**src/iocc_map.vh**
```
// Constants for the interrupt and I/O channel control block
//
// Function
// - Connect on idle channel sends 12-bit code with connect enable, skips one word
// - Function select on idle channel sends 12-bit code with function enable, skip one
// - Busy channel: send nothing, continue at next word as reject path
// - Status copy: external status to low 12, mask to high 12 of accumulator
// - External sense: common one bit continues next word, else skip one
// - Internal sense: common one bit continues next word, else skip one
// - Interrupt sense: line and mask both one continues, else skip one
// - Mask selective set sets mask bits where operand is one
// - Mask selective clear clears mask bits where operand is one
// - Enable arms interrupts after one more instruction; disable turns them off
// - Fault clear clears only operand-selected fault indicators
// - Internal status copy loads mask and internal status into accumulator
// - Dedicated operations set float fault and decimal fault logic
// - Eight lines from each of eight channels give 64 maskable sources
// - Lower channel, then lower line, wins; channel 0 line 0 highest
// - Mask bits 00-07 stand for I/O interrupts except for fault clear
// - Channel clear acts on operand bits 00-07, 08 and 11
// - Character input clears accumulator, loads 6-bit character low
// - Word input clears accumulator, loads 12 or 24 bits by channel width
// - Character output sends low six bits, accumulator unchanged
`ifndef IOCC_MAP_VH
`define IOCC_MAP_VH
// ****************************************
// Operation codes
// ****************************************
`define IOCC_OP_CONNECT 5'h01
`define IOCC_OP_FSEL 5'h02
`define IOCC_OP_COPY 5'h03
`define IOCC_OP_XSENSE 5'h04
`define IOCC_OP_ISENSE 5'h05
`define IOCC_OP_IRQSENSE 5'h06
`define IOCC_OP_MSET 5'h07
`define IOCC_OP_MCLR 5'h08
`define IOCC_OP_IRQ_ON 5'h09
`define IOCC_OP_IRQ_OFF 5'h0a
`define IOCC_OP_FCLR 5'h0b
`define IOCC_OP_ICOPY 5'h0c
`define IOCC_OP_DECF 5'h0d
`define IOCC_OP_FLTF 5'h0e
`define IOCC_OP_CHCLR 5'h0f
`define IOCC_OP_CHIN 5'h10
`define IOCC_OP_WDIN 5'h11
`define IOCC_OP_CHOUT 5'h12
`define IOCC_OP_TYIN 5'h13
`define IOCC_OP_TYOUT 5'h14
// ****************************************
// Field positions and values
// ****************************************
`define IOCC_IO_MSB 7
`define IOCC_CLR_SM 8
`define IOCC_CLR_TY 11
`define IOCC_FLT_FP 0
`define IOCC_FLT_BCD 1
`define IOCC_NEXT_P1 2'h1
`define IOCC_NEXT_P2 2'h2
`define IOCC_CHAR_W 6
`define IOCC_HALF_W 12
`define IOCC_FILE_FIRST 6'h13
`define IOCC_FILE_LAST 6'h1b
`define IOCC_MASK_RST 24'h000000
`endif

```
**src/iocc_fifo.v**
```verilog
// Parameterised valid/ready FIFO
`timescale 1ns/10ps
`default_nettype none
module iocc_fifo #(
  parameter WIDTH = 24,
  parameter DEPTH = 16,
  parameter AW = 4
) (
  input wire clk,
  input wire sys_rst,
  input wire in_valid,
  output wire in_ready,
  input wire [WIDTH-1:0] in_data,
  output wire out_valid,
  input wire out_ready,
  output wire [WIDTH-1:0] out_data
);
  reg [WIDTH-1:0] mem [0:DEPTH-1];
  reg [AW-1:0] wp_r;
  reg [AW-1:0] rp_r;
  reg [AW:0] cnt_r;
  wire push;
  wire pop;
  assign in_ready = (cnt_r != DEPTH[AW:0]);
  assign out_valid = (cnt_r != {(AW+1){1'b0}});
  assign out_data = mem[rp_r];
  assign push = in_valid && in_ready;
  assign pop = out_valid && out_ready;
  always @(posedge clk) begin
    if (push) begin
      mem[wp_r] <= in_data;
    end
  end
  always @(posedge clk) begin
    if (sys_rst) begin
      wp_r <= {AW{1'b0}};
      rp_r <= {AW{1'b0}};
      cnt_r <= {(AW+1){1'b0}};
    end else begin
      if (push) begin
        wp_r <= wp_r + 1'b1;
      end
      if (pop) begin
        rp_r <= rp_r + 1'b1;
      end
      if (push && !pop) begin
        cnt_r <= cnt_r + 1'b1;
      end else if (pop && !push) begin
        cnt_r <= cnt_r - 1'b1;
      end
    end
  end
endmodule // iocc_fifo
`default_nettype wire

```
**src/iocc_top.v**
```verilog
// Interrupt and I/O channel instruction execution logic
`timescale 1ns/10ps
`default_nettype none
`include "iocc_map.vh"
module iocc_top #(
  parameter NCH = 8,
  parameter FDEPTH = 16
) (
  input wire clk,
  input wire sys_rst,
  input wire op_valid,
  input wire [4:0] op_code,
  input wire [2:0] op_chan,
  input wire [23:0] op_operand,
  input wire [23:0] acc_in,
  output reg op_done_r,
  output reg [1:0] op_next_r,
  output reg acc_we_r,
  output reg [23:0] acc_out_r,
  input wire [7:0] chan_busy_pin,
  input wire [95:0] chan_status_pin,
  input wire [7:0] chan_wide_pin,
  input wire [63:0] irq_line_pin,
  input wire [23:0] int_status_pin,
  output reg [11:0] chan_code_r,
  output reg [7:0] connect_en_r,
  output reg [7:0] function_en_r,
  output reg [7:0] chan_clear_r,
  output reg sm_clear_r,
  output reg ty_clear_r,
  output reg ty_start_r,
  output reg ty_dir_out_r,
  output reg [5:0] ty_first_loc_r,
  output reg [5:0] ty_last_loc_r,
  input wire rx_valid,
  output reg rx_ready_r,
  input wire [23:0] rx_data,
  output reg tx_valid_r,
  input wire tx_ready,
  output reg [5:0] tx_data_r,
  output reg [23:0] mask_r,
  output reg int_enable_r,
  output reg int_take_r,
  output reg [5:0] int_vector_r,
  output reg [1:0] fault_r
);
  // ****************************************
  // Pin synchronisers
  // ****************************************
  reg [7:0] busy_s1, busy_s2;
  reg [95:0] stat_s1, stat_s2;
  reg [7:0] wide_s1, wide_s2;
  reg [63:0] irq_s1, irq_s2;
  reg [23:0] ist_s1, ist_s2;
  always @(posedge clk) begin
    busy_s1 <= chan_busy_pin;
    busy_s2 <= busy_s1;
    stat_s1 <= chan_status_pin;
    stat_s2 <= stat_s1;
    wide_s1 <= chan_wide_pin;
    wide_s2 <= wide_s1;
    irq_s1 <= irq_line_pin;
    irq_s2 <= irq_s1;
    ist_s1 <= int_status_pin;
    ist_s2 <= ist_s1;
  end

  // ****************************************
  // Helpers
  // ****************************************
  function [1:0] sense_next;
    input hit;
    begin
      sense_next = hit ? `IOCC_NEXT_P1 : `IOCC_NEXT_P2;
    end
  endfunction

  // One strobe bit per channel, shared by connect and function select
  function [7:0] chan_onehot;
    input [2:0] sel;
    begin
      chan_onehot = 8'h01 << sel;
    end
  endfunction

  // Mask in the upper half, a 12-bit status code in the lower half
  function [23:0] mask_and_status;
    input [23:0] mask;
    input [11:0] stat;
    begin
      mask_and_status = {mask[`IOCC_HALF_W-1:0], stat};
    end
  endfunction

  // Narrow words land low and the rest of the accumulator is cleared
  function [23:0] char_to_acc;
    input [23:0] word;
    begin
      char_to_acc = {{(24-`IOCC_CHAR_W){1'b0}}, word[`IOCC_CHAR_W-1:0]};
    end
  endfunction

  function [23:0] half_to_acc;
    input [23:0] word;
    begin
      half_to_acc = {{(24-`IOCC_HALF_W){1'b0}}, word[`IOCC_HALF_W-1:0]};
    end
  endfunction

  // ****************************************
  // Interrupt priority
  // ****************************************
  // Channel mask gates all eight lines of that channel
  wire [63:0] irq_act;
  genvar g;
  generate
    for (g = 0; g < NCH; g = g + 1) begin : g_act
      assign irq_act[g*8 +: 8] = irq_s2[g*8 +: 8] & {8{mask_r[g]}};
    end
  endgenerate

  reg [5:0] win;
  reg win_hit;
  integer i;
  always @* begin
    win = 6'h00;
    win_hit = 1'b0;
    // Descending scan so the lowest index is left as winner
    for (i = 63; i >= 0; i = i - 1) begin
      if (irq_act[i]) begin
        win = i[5:0];
        win_hit = 1'b1;
      end
    end
  end

  // ****************************************
  // Input FIFO
  // ****************************************
  wire fifo_valid;
  wire [23:0] fifo_data;
  wire fifo_in_ready;
  reg fifo_pop;
  // Take a word only where ready was shown, so source and FIFO agree
  wire rx_take = rx_valid && rx_ready_r;
  iocc_fifo #(.WIDTH(24), .DEPTH(FDEPTH), .AW(4)) u_fifo (
    .clk(clk),
    .sys_rst(sys_rst),
    .in_valid(rx_take),
    .in_ready(fifo_in_ready),
    .in_data(rx_data),
    .out_valid(fifo_valid),
    .out_ready(fifo_pop),
    .out_data(fifo_data)
  );

  // ****************************************
  // Execution state machine
  // ****************************************
  localparam S_IDLE = 3'b001;
  localparam S_RX = 3'b010;
  localparam S_TX = 3'b100;
  reg [2:0] st_r;
  reg wide_op_r;
  reg arm_pend_r;
  reg arm_go_r;
  wire [2:0] ch = op_chan;
  wire [11:0] ch_stat = stat_s2[ch*`IOCC_HALF_W +: `IOCC_HALF_W];
  wire ch_busy = busy_s2[ch];
  wire new_op = op_valid && (st_r == S_IDLE);

  always @* begin
    fifo_pop = (st_r == S_RX) && fifo_valid;
  end

  always @(posedge clk) begin
    if (sys_rst) begin
      st_r <= S_IDLE;
      op_done_r <= 1'b0;
      op_next_r <= 2'h0;
      acc_we_r <= 1'b0;
      acc_out_r <= 24'h000000;
      chan_code_r <= 12'h000;
      connect_en_r <= 8'h00;
      function_en_r <= 8'h00;
      chan_clear_r <= 8'h00;
      sm_clear_r <= 1'b0;
      ty_clear_r <= 1'b0;
      ty_start_r <= 1'b0;
      ty_dir_out_r <= 1'b0;
      ty_first_loc_r <= 6'h00;
      ty_last_loc_r <= 6'h00;
      rx_ready_r <= 1'b0;
      tx_valid_r <= 1'b0;
      tx_data_r <= 6'h00;
      mask_r <= `IOCC_MASK_RST;
      int_enable_r <= 1'b0;
      arm_pend_r <= 1'b0;
      arm_go_r <= 1'b0;
      int_take_r <= 1'b0;
      int_vector_r <= 6'h00;
      fault_r <= 2'h0;
      wide_op_r <= 1'b0;
    end else begin
      op_done_r <= 1'b0;
      acc_we_r <= 1'b0;
      connect_en_r <= 8'h00;
      function_en_r <= 8'h00;
      chan_clear_r <= 8'h00;
      sm_clear_r <= 1'b0;
      ty_clear_r <= 1'b0;
      ty_start_r <= 1'b0;
      int_take_r <= 1'b0;
      // Ready drops a cycle after each word, as the FIFO count lags by one
      rx_ready_r <= fifo_in_ready && !rx_take;
      // Arm only once the op after the enable has finished
      if (arm_go_r && op_done_r) begin
        int_enable_r <= 1'b1;
        arm_go_r <= 1'b0;
      end
      // Interrupt selection only while enabled; a take beats a late arm
      if (int_enable_r && win_hit && !op_valid) begin
        int_take_r <= 1'b1;
        int_vector_r <= win;
        int_enable_r <= 1'b0;
      end
      if (tx_valid_r && tx_ready) begin
        tx_valid_r <= 1'b0;
      end
      case (st_r)
        S_IDLE: begin
          if (new_op) begin
            op_done_r <= 1'b1;
            op_next_r <= `IOCC_NEXT_P1;
            // Deferred arm: enable takes effect once this op completes
            if (arm_pend_r) begin
              arm_go_r <= 1'b1;
              arm_pend_r <= 1'b0;
            end
            case (op_code)
              `IOCC_OP_CONNECT, `IOCC_OP_FSEL: begin
                if (ch_busy) begin
                  op_next_r <= `IOCC_NEXT_P1;
                end else begin
                  chan_code_r <= acc_in[`IOCC_HALF_W-1:0];
                  op_next_r <= `IOCC_NEXT_P2;
                  if (op_code == `IOCC_OP_CONNECT) begin
                    connect_en_r <= chan_onehot(ch);
                  end else begin
                    function_en_r <= chan_onehot(ch);
                  end
                end
              end
              `IOCC_OP_COPY: begin
                acc_we_r <= 1'b1;
                acc_out_r <= mask_and_status(mask_r, ch_stat);
              end
              `IOCC_OP_XSENSE: begin
                op_next_r <= sense_next(|(ch_stat & op_operand[`IOCC_HALF_W-1:0]));
              end
              `IOCC_OP_ISENSE: begin
                op_next_r <= sense_next(|(ist_s2 & op_operand));
              end
              `IOCC_OP_IRQSENSE: begin
                op_next_r <= sense_next(win_hit);
              end
              `IOCC_OP_MSET: begin
                mask_r <= mask_r | op_operand;
              end
              `IOCC_OP_MCLR: begin
                mask_r <= mask_r & ~op_operand;
              end
              `IOCC_OP_IRQ_ON: begin
                arm_pend_r <= 1'b1;
              end
              `IOCC_OP_IRQ_OFF: begin
                int_enable_r <= 1'b0;
                arm_pend_r <= 1'b0;
                arm_go_r <= 1'b0;
              end
              `IOCC_OP_FCLR: begin
                fault_r <= fault_r & ~op_operand[1:0];
              end
              `IOCC_OP_ICOPY: begin
                acc_we_r <= 1'b1;
                acc_out_r <= mask_and_status(mask_r, ist_s2[`IOCC_HALF_W-1:0]);
              end
              `IOCC_OP_DECF: begin
                fault_r[`IOCC_FLT_BCD] <= 1'b1;
              end
              `IOCC_OP_FLTF: begin
                fault_r[`IOCC_FLT_FP] <= 1'b1;
              end
              `IOCC_OP_CHCLR: begin
                chan_clear_r <= op_operand[`IOCC_IO_MSB:0];
                sm_clear_r <= op_operand[`IOCC_CLR_SM];
                ty_clear_r <= op_operand[`IOCC_CLR_TY];
              end
              `IOCC_OP_CHIN, `IOCC_OP_WDIN: begin
                op_done_r <= 1'b0;
                wide_op_r <= (op_code == `IOCC_OP_WDIN);
                st_r <= S_RX;
              end
              `IOCC_OP_CHOUT: begin
                op_done_r <= 1'b0;
                tx_data_r <= acc_in[`IOCC_CHAR_W-1:0];
                tx_valid_r <= 1'b1;
                st_r <= S_TX;
              end
              `IOCC_OP_TYIN, `IOCC_OP_TYOUT: begin
                // Locations must already hold valid addresses
                ty_first_loc_r <= `IOCC_FILE_FIRST;
                ty_last_loc_r <= `IOCC_FILE_LAST;
                ty_dir_out_r <= (op_code == `IOCC_OP_TYOUT);
                ty_start_r <= 1'b1;
              end
              default: begin
                op_next_r <= `IOCC_NEXT_P1;
              end
            endcase
          end
        end
        S_RX: begin
          if (fifo_valid) begin
            acc_we_r <= 1'b1;
            op_done_r <= 1'b1;
            st_r <= S_IDLE;
            if (!wide_op_r) begin
              acc_out_r <= char_to_acc(fifo_data);
            end else if (wide_s2[ch]) begin
              acc_out_r <= fifo_data;
            end else begin
              acc_out_r <= half_to_acc(fifo_data);
            end
          end
        end
        S_TX: begin
          if (tx_ready) begin
            op_done_r <= 1'b1;
            st_r <= S_IDLE;
          end
        end
        default: begin
          st_r <= S_IDLE;
        end
      endcase
    end
  end
endmodule // iocc_top
`default_nettype wire

```
**config.mk**
```make
export PLATFORM = sky130hd
export DESIGN_NAME = iocc_top
export DESIGN_NICKNAME = d
export VERILOG_FILES = /design/src/iocc_fifo.v /design/src/iocc_top.v
export VERILOG_INCLUDE_DIRS = /design/src
export SDC_FILE = /design/constraint.sdc
export NUM_CORES = 1
export LEC_CHECK = 0
export BUFFER_PORTS_ARGS = -buffer_cell sky130_fd_sc_hd__buf_2
export CELL_PAD_IN_SITES_DETAIL_PLACEMENT = 1
export CELL_PAD_IN_SITES_GLOBAL_PLACEMENT = 1
export CORE_MARGIN = 1
export CORE_UTILIZATION = 38
export CTS_CLUSTER_SIZE = 14
export DETAILED_ROUTE_END_ITERATION = 16
export GPL_ROUTABILITY_DRIVEN = 0
export PLACE_DENSITY_LB_ADDON = 0.3
export SKIP_LAST_GASP = 1
export SYNTH_ARGS = -nofsm -noshare
export SYNTH_HDL_FRONTEND = slang
export SYNTH_HIERARCHICAL = 1
export SYNTH_SLANG_ARGS = --single-unit
```
**constraint.sdc**
```tcl
create_clock -name clk -period 3.25 [get_ports clk]
set_input_delay 0 -clock clk [delete_from_list [all_inputs] [get_ports clk]]
set_output_delay 0 -clock clk [all_outputs]
set_load 0.02 [all_outputs]
```
# Word level (Yosys, flattened, before mapping)
# Memories as Yosys holds them, arrays and structs flattened. A register that Yosys moved wholly into a read port is not among the register bits.
# Cells that the tools add are included.
word_totals:
  mem_count: 1
  elab_cells: 324
  ramBits: 384
  ff_bits: 531
  output_inout_bits: 122
classes:
  n_bitwise: 21
  shifts: 2
  add_sub_neg: 4
  n_reduce_logical: 43
  n_eq_ne: 29
  n_mul: 1
  order_cmp: 1
  n_mux: 182
memory_table:
  columns: ["name", "depth", "width", "read_ports", "rd_ports_with_merged_regs", "wr", "line", "text"]
  rows:
  - ["u_fifo.mem", 16, 24, 1, 1, 1, "iocc_fifo.v:18", "reg [WIDTH-1:0] mem [0:DEPTH-1];"]
op_table:
  columns: ["op", "n"]
  rows:
  - ["two-way mux 6 bit", 64]
  - ["case mux 24 bit (2 select lines)", 3]
  - ["two-way mux 24 bit", 4]
  - ["indexed part select 96 x 8 -> 12 bit", 1]
  - ["two-way mux 1 bit", 91]
  - ["AND 8 bit", 8]
  - ["AND 24 bit", 2]
  - ["equality test 5 x 4 -> 1 bit (second input constant)", 8]
  - ["equality test 5 bit (second input constant)", 5]
  - ["NOT 24 bit", 1]
  - ["bitwise OR 24 bit", 1]
  - ["OR reduction 24 bit", 1]
  - ["equality test 5 x 3 -> 1 bit (second input constant)", 4]
  - ["AND reduction 3 bit", 6]
  - ["AND 12 bit", 1]
  - ["logical AND 1 bit", 12]
  - ["AND reduction 4 bit", 3]
  - ["OR reduction 12 bit", 1]
  - ["OR reduction 6 bit", 2]
  - ["equality test 5 x 2 -> 1 bit (second input constant)", 2]
  - ["two-way mux 5 bit", 2]
  - ["nonzero test 2 bit", 5]
  - ["two-way mux 3 bit", 3]
  - ["case mux 3 bit (3 select lines)", 1]
  - ["other kinds (29)", 52]

# Logic depth before layout (Yosys ltp)
depth:
  word_depth: 71
  ltp_mapped: 13
  ltp_nobuf: 12

# Hierarchy
# The synthesis kept the hierarchy.
modules_own_cells:
  columns: ["module", "area_per_inst_um2", "cells_per_inst", "n_inst"]
  rows:
  - ["iocc_fifo", 15274.6, 700, 1]
  - ["iocc_top", 14574.0, 1170, 1]

# Least setup slack after synthesis
# No wires, ideal clock.
synth_timing:
  kind: "reg2reg"
  startpoint: "register rx_ready_r"
  endpoint: "memory u_fifo.mem[0][0] (enable)"
  path_buffers: 0
  setup_ps: 435
  path_slack_ps: -78
  t_arrival_ps: 2893
  synth_period_minus_slack_ps: 3328
  required_time_ps: 2815
  path_stages_with_launch: 5
  cell_sequence: "dfxtp_1 > and2_1 > a21boi_1 > nand2_1 > nor3_1"
synth_via:
  elab_chain_cells: 4
synth_lines:
  columns: ["item", "line", "text"]
  rows:
  - ["start: declaration", "iocc_top.v:36", "output reg rx_ready_r,"]
  - ["start signal: assignment", "iocc_top.v:215", "rx_ready_r <= fifo_in_ready && !rx_take;"]
  - ["logical AND 1 bit", "iocc_top.v:145", "wire rx_take = rx_valid && rx_ready_r;"]
  - ["net rx_take", "iocc_top.v:145", null]
  - ["logical AND 1 bit", "iocc_fifo.v:27", "assign push = in_valid && in_ready;"]
  - ["net u_fifo.push", "iocc_fifo.v:22", "wire push;"]
  - ["two-way mux 1 bit", "iocc_fifo.v:30", "if (push) begin"]
  - ["two-way mux 1 bit (not written as such)", "iocc_fifo.v:31", "mem[wp_r] <= in_data;"]
  - ["end: declaration", "iocc_fifo.v:18", null]
# The timed path passes the listed nets, and every way through them passes these cells.

# Final worst setup path
layout_timing:
  startpoint: "register irq_s2[61]"
  endpoint: "register int_enable_r"
layout_via:
  elab_chain_cells: 69
layout_lines:
  columns: ["item", "line", "text"]
  rows:
  - ["start: declaration", "iocc_top.v:53", "reg [63:0] irq_s1, irq_s2;"]
  - ["start signal: assignment", "iocc_top.v:63", "irq_s2 <= irq_s1;"]
  - ["AND 8 bit (*)", "iocc_top.v:118", "assign irq_act[g*8 +: 8] = irq_s2[g*8 +: 8] & {8{mask_r[g]}};"]
  - ["two-way mux 1 bit (*) (62 in series)", "iocc_top.v:130", "if (irq_act[i]) begin"]
  - ["logical AND 1 bit (*) (2 in series)", "iocc_top.v:222", "if (int_enable_r && win_hit && !op_valid) begin"]
  - ["two-way mux 1 bit (*)", "iocc_top.v:222", null]
  - ["two-way mux 1 bit", "iocc_top.v:240", "case (op_code)"]
  - ["two-way mux 1 bit", "iocc_top.v:232", "if (new_op) begin"]
  - ["two-way mux 1 bit (*)", "iocc_top.v:230", "case (st_r)"]
  - ["end signal: assignment", "iocc_top.v:218", "int_enable_r <= 1'b1;"]
  - ["end signal: assignment", "iocc_top.v:225", "int_enable_r <= 1'b0;"]
  - ["end signal: assignment", "iocc_top.v:277", "int_enable_r <= 1'b0;"]
  - ["end: declaration", "iocc_top.v:42", "output reg int_enable_r,"]
# Mark *: on every way between the ends. The rest lies on a longest branch, timed or not.
# A chain may end at the register's enable or synchronous reset.

==> impl_metrics.toml <==
[timing]
timing.final.ws_setup_ps = 224
worst-slew-pin-transition_ps = 1260
setup-tns-final_ps = 0
finalHoldWorstSlack_ps = 12.0
clock-skew-final_ps = 45.6
final_period_minus_worst_setup_slack_ps = 3030
max_clock_freq_ghz = 0.330
report.final.setup_viol = 0
hold_viol = 0
grt_setup_unrepaired = "no"
drv_slew = 0
relSlewSlack = 0.155
finalCritPeriodShare = 0.931

[synth]
yosys.area.top_type = "sky130_fd_sc_hd__edfxtp_1"
synth.top_cell.area_share = 0.386
synthesis.area_per_instance_um2 = 16.0
async_flop_share = 0
synthCells = 1870
synth-edff-count = 384
yosys_warnings = 6
synth-seq-cells = 918
synth_most_common_cell = "sky130_fd_sc_hd__dfxtp_1"
synth.yosys.seq_area_share = 0.744
yosysUniqueCellTypes = 72
syn_area_um2 = 29800
synthTopCellsByArea = "sky130_fd_sc_hd__edfxtp_1 39%, sky130_fd_sc_hd__dfxtp_1 36%, sky130_fd_sc_hd__mux4_2 7.9%"
postSynth.topFlopCell = "sky130_fd_sc_hd__dfxtp_1"
yosys-top-cells-count = "534 x sky130_fd_sc_hd__dfxtp_1, 384 x sky130_fd_sc_hd__edfxtp_1, 129 x sky130_fd_sc_hd__nor2_1, 105 x sky130_fd_sc_hd__mux4_2, 78 x sky130_fd_sc_hd__nand2_1"

[floorplan]
die-area_um2 = 79700
core_area_um2 = 77600
floorplan.die.width_um = 282
die_h_um = 282
rows = 102
floorplan.initialDensity = 0.385
io_pins = 407

[clock_network]
max-clock-path-buffers = 3
post_cts.repair.setup_buffers = 0
tritoncts = "built"
worstSkewPairLatency_ps = 680
cts-buffers-inserted = 93
cts_sinks = 918
clk_pin_slew_worst_paths_ps = 60
clockRootBuffer = "sky130_fd_sc_hd__clkbuf_16"
cts_htree_levels = 3

[finish]
nNetsFinal = 3056
utilization = 0.526
areaGrowthSynthToFinish_pct = 36.7
post_route_cells_drive_above_1_share = 0.260

[setup_path]
worst-setup-path-type = "register to register"
crit_path_start_kind = "register"
worst-endpoint-required_ps = 3790
cp_data_arrival_time_ps = 3560
crit_fanout = 11
timing.critical_path.to_type = "register"

[grt]
grt_use_met2 = 0.449
grt_pass1_wl_mm = 147
tot_gr_track_use = 0.254
grt_pass1_vias = 22384
global_route.usage.met3 = 0.0567
number_of_antenna_violations_at_the_first_check_in_global_routing = 16
grt-busiest-layer = "met2"
use_met1 = 0.294
maximum_number_of_pins_on_one_net_before_global_route_repair = 48
grt_overflow_total = 0

[power_and_ir_drop]
power.static_leakage_uw = 0.0156
power_per_cell_area_nw_per_um2 = 608
vdd_drop_max_mv = 0.419

[job]
cap_violations = 0

[detailed_routing]
final_wl_mm = 103
dr_total_vias = 20196
post-route-drc-count = 0
routed_wl_per_cell_um = 26.4
dr.pass1.iters = 5
detail-route-antenna-nets = 0
vias_per_cell = 5.19
detail_route.iter0.violations = 1178

[placed_design]
io_buffers = 389
dp.final_hpwl_mm = 59.0
dp_slack_ps = 75.2

[min_path]
hp-class = "primary input to register"

[status]
outcome = "finished, final reports clean"
-- critical path: stages, from the launching register on --
cell and delay [ps]:
sky130_fd_sc_hd__dfxtp_1 370, sky130_fd_sc_hd__o41ai_1 740, sky130_fd_sc_hd__nand4_1 340, sky130_fd_sc_hd__nor3_1 320
sky130_fd_sc_hd__nor3b_1 350, sky130_fd_sc_hd__or3b_2 340, sky130_fd_sc_hd__inv_2 90, sky130_fd_sc_hd__a2111oi_0 340
-- per-layer routing --
metal / up-vias / routed length [µm]
met5: - / 43
met4: 6 / 4340
met3: 254 / 6900
met2: 789 / 52600
met1: 10285 / 38700
li1: 8862 / -
-- where the power goes --
group          internal (µW)  switching, µW  total [µW]
clock network           6090           4750       10800
logic                    725            729        1450
registers              12300            199       12500
total                  19100           5670       24800
-- logic make-up (layout without fill, tap and decap cells) --
logic type               Yosys count  count (layout)  share of synthesized area
adder cells (fa/ha/maj)           10              10                    0.00444
buffers and inverters            127            1091                     0.0200
AO/OA/AOI/OAI                    309             309                     0.0731
multiplexers                     170             170                      0.104
XOR/XNOR                           8               8                    0.00235
flip-flops                       918             918                      0.744
AND/OR/NAND/NOR                  327             327                     0.0512
other                              1              16                   0.000126
-- layout make-up --
class	count	area, µm²
sequential	918	22200
clock buffer	127	2610
timing repair buffer	892	6880
clock inverter	45	483
antenna	11	27.5
tap	1040	1300
multi-input combinational	829	7170
fill	7608	36800
inverter	27	101
-- registers in the layout, indices dropped and copies added (netlist names), 5 cells and up, named ones only --
name           count
stat_s2           96
int_vector_r       6
irq_s2            64
connect_en_r       8
irq_s1            64
chan_clear_r       8
busy_s1            8
busy_s2            8
stat_s1           96
ist_s2            24
wide_s2            8
ist_s1            24
wide_s1            8
chan_code_r       12
acc_out_r         24
function_en_r      8
u_fifo/cnt_r       5
u_fifo/mem       384
tx_data_r          6
-- metrics by stage --
stage	instances	power, µW	instance area [µm²]
final	3889	24800	40800
after floorplan	1874	13100	29900
after detailed placement	3261	13700	33200
after CTS	3874	24700	40700
after global routing	3885	25600	40800
after global placement	3261	13600	33200
-- placed cells by master (no fill, tap or decap), drive strengths merged, types with 31 or more instances in the layout --
master       netlist  final
mux4             110    110
a22oi             76     76
dlygate4sd3        0    445
nor2             129    129
mux2i             45     45
dfxtp            534    534
clkinv             0     32
edfxtp           384    384
a21oi             59     59
buf               40    447
nand2             78     78
inv               27     31
a211oi            49     49
clkbuf            60    127
-- timing repair --
action / 4_1_cts / 5_1_grt
hold endpoints to repair: 671 / 4
hold buffers: 441 / 4
resized for setup: 0 / 2
endpoints found under the setup margin: 0 / 2
-- worst paths after layout --
path	from	endpoint	slack, ps	depth (start not counted)
worst min-delay path	int_status_pin[3]	ist_s1[3]$_DFF_P_	10	2
worst max register to register	irq_s2[61]$_DFF_P_	int_enable_r$_SDFF_PP0_	220	7
worst max-delay path	irq_s2[61]$_DFF_P_	int_enable_r$_SDFF_PP0_	220	7
worst min register to register	stat_s1[21]$_DFF_P_	stat_s2[21]$_DFF_P_	300	0
No activity file was read; power rests on OpenSTA's default activity.
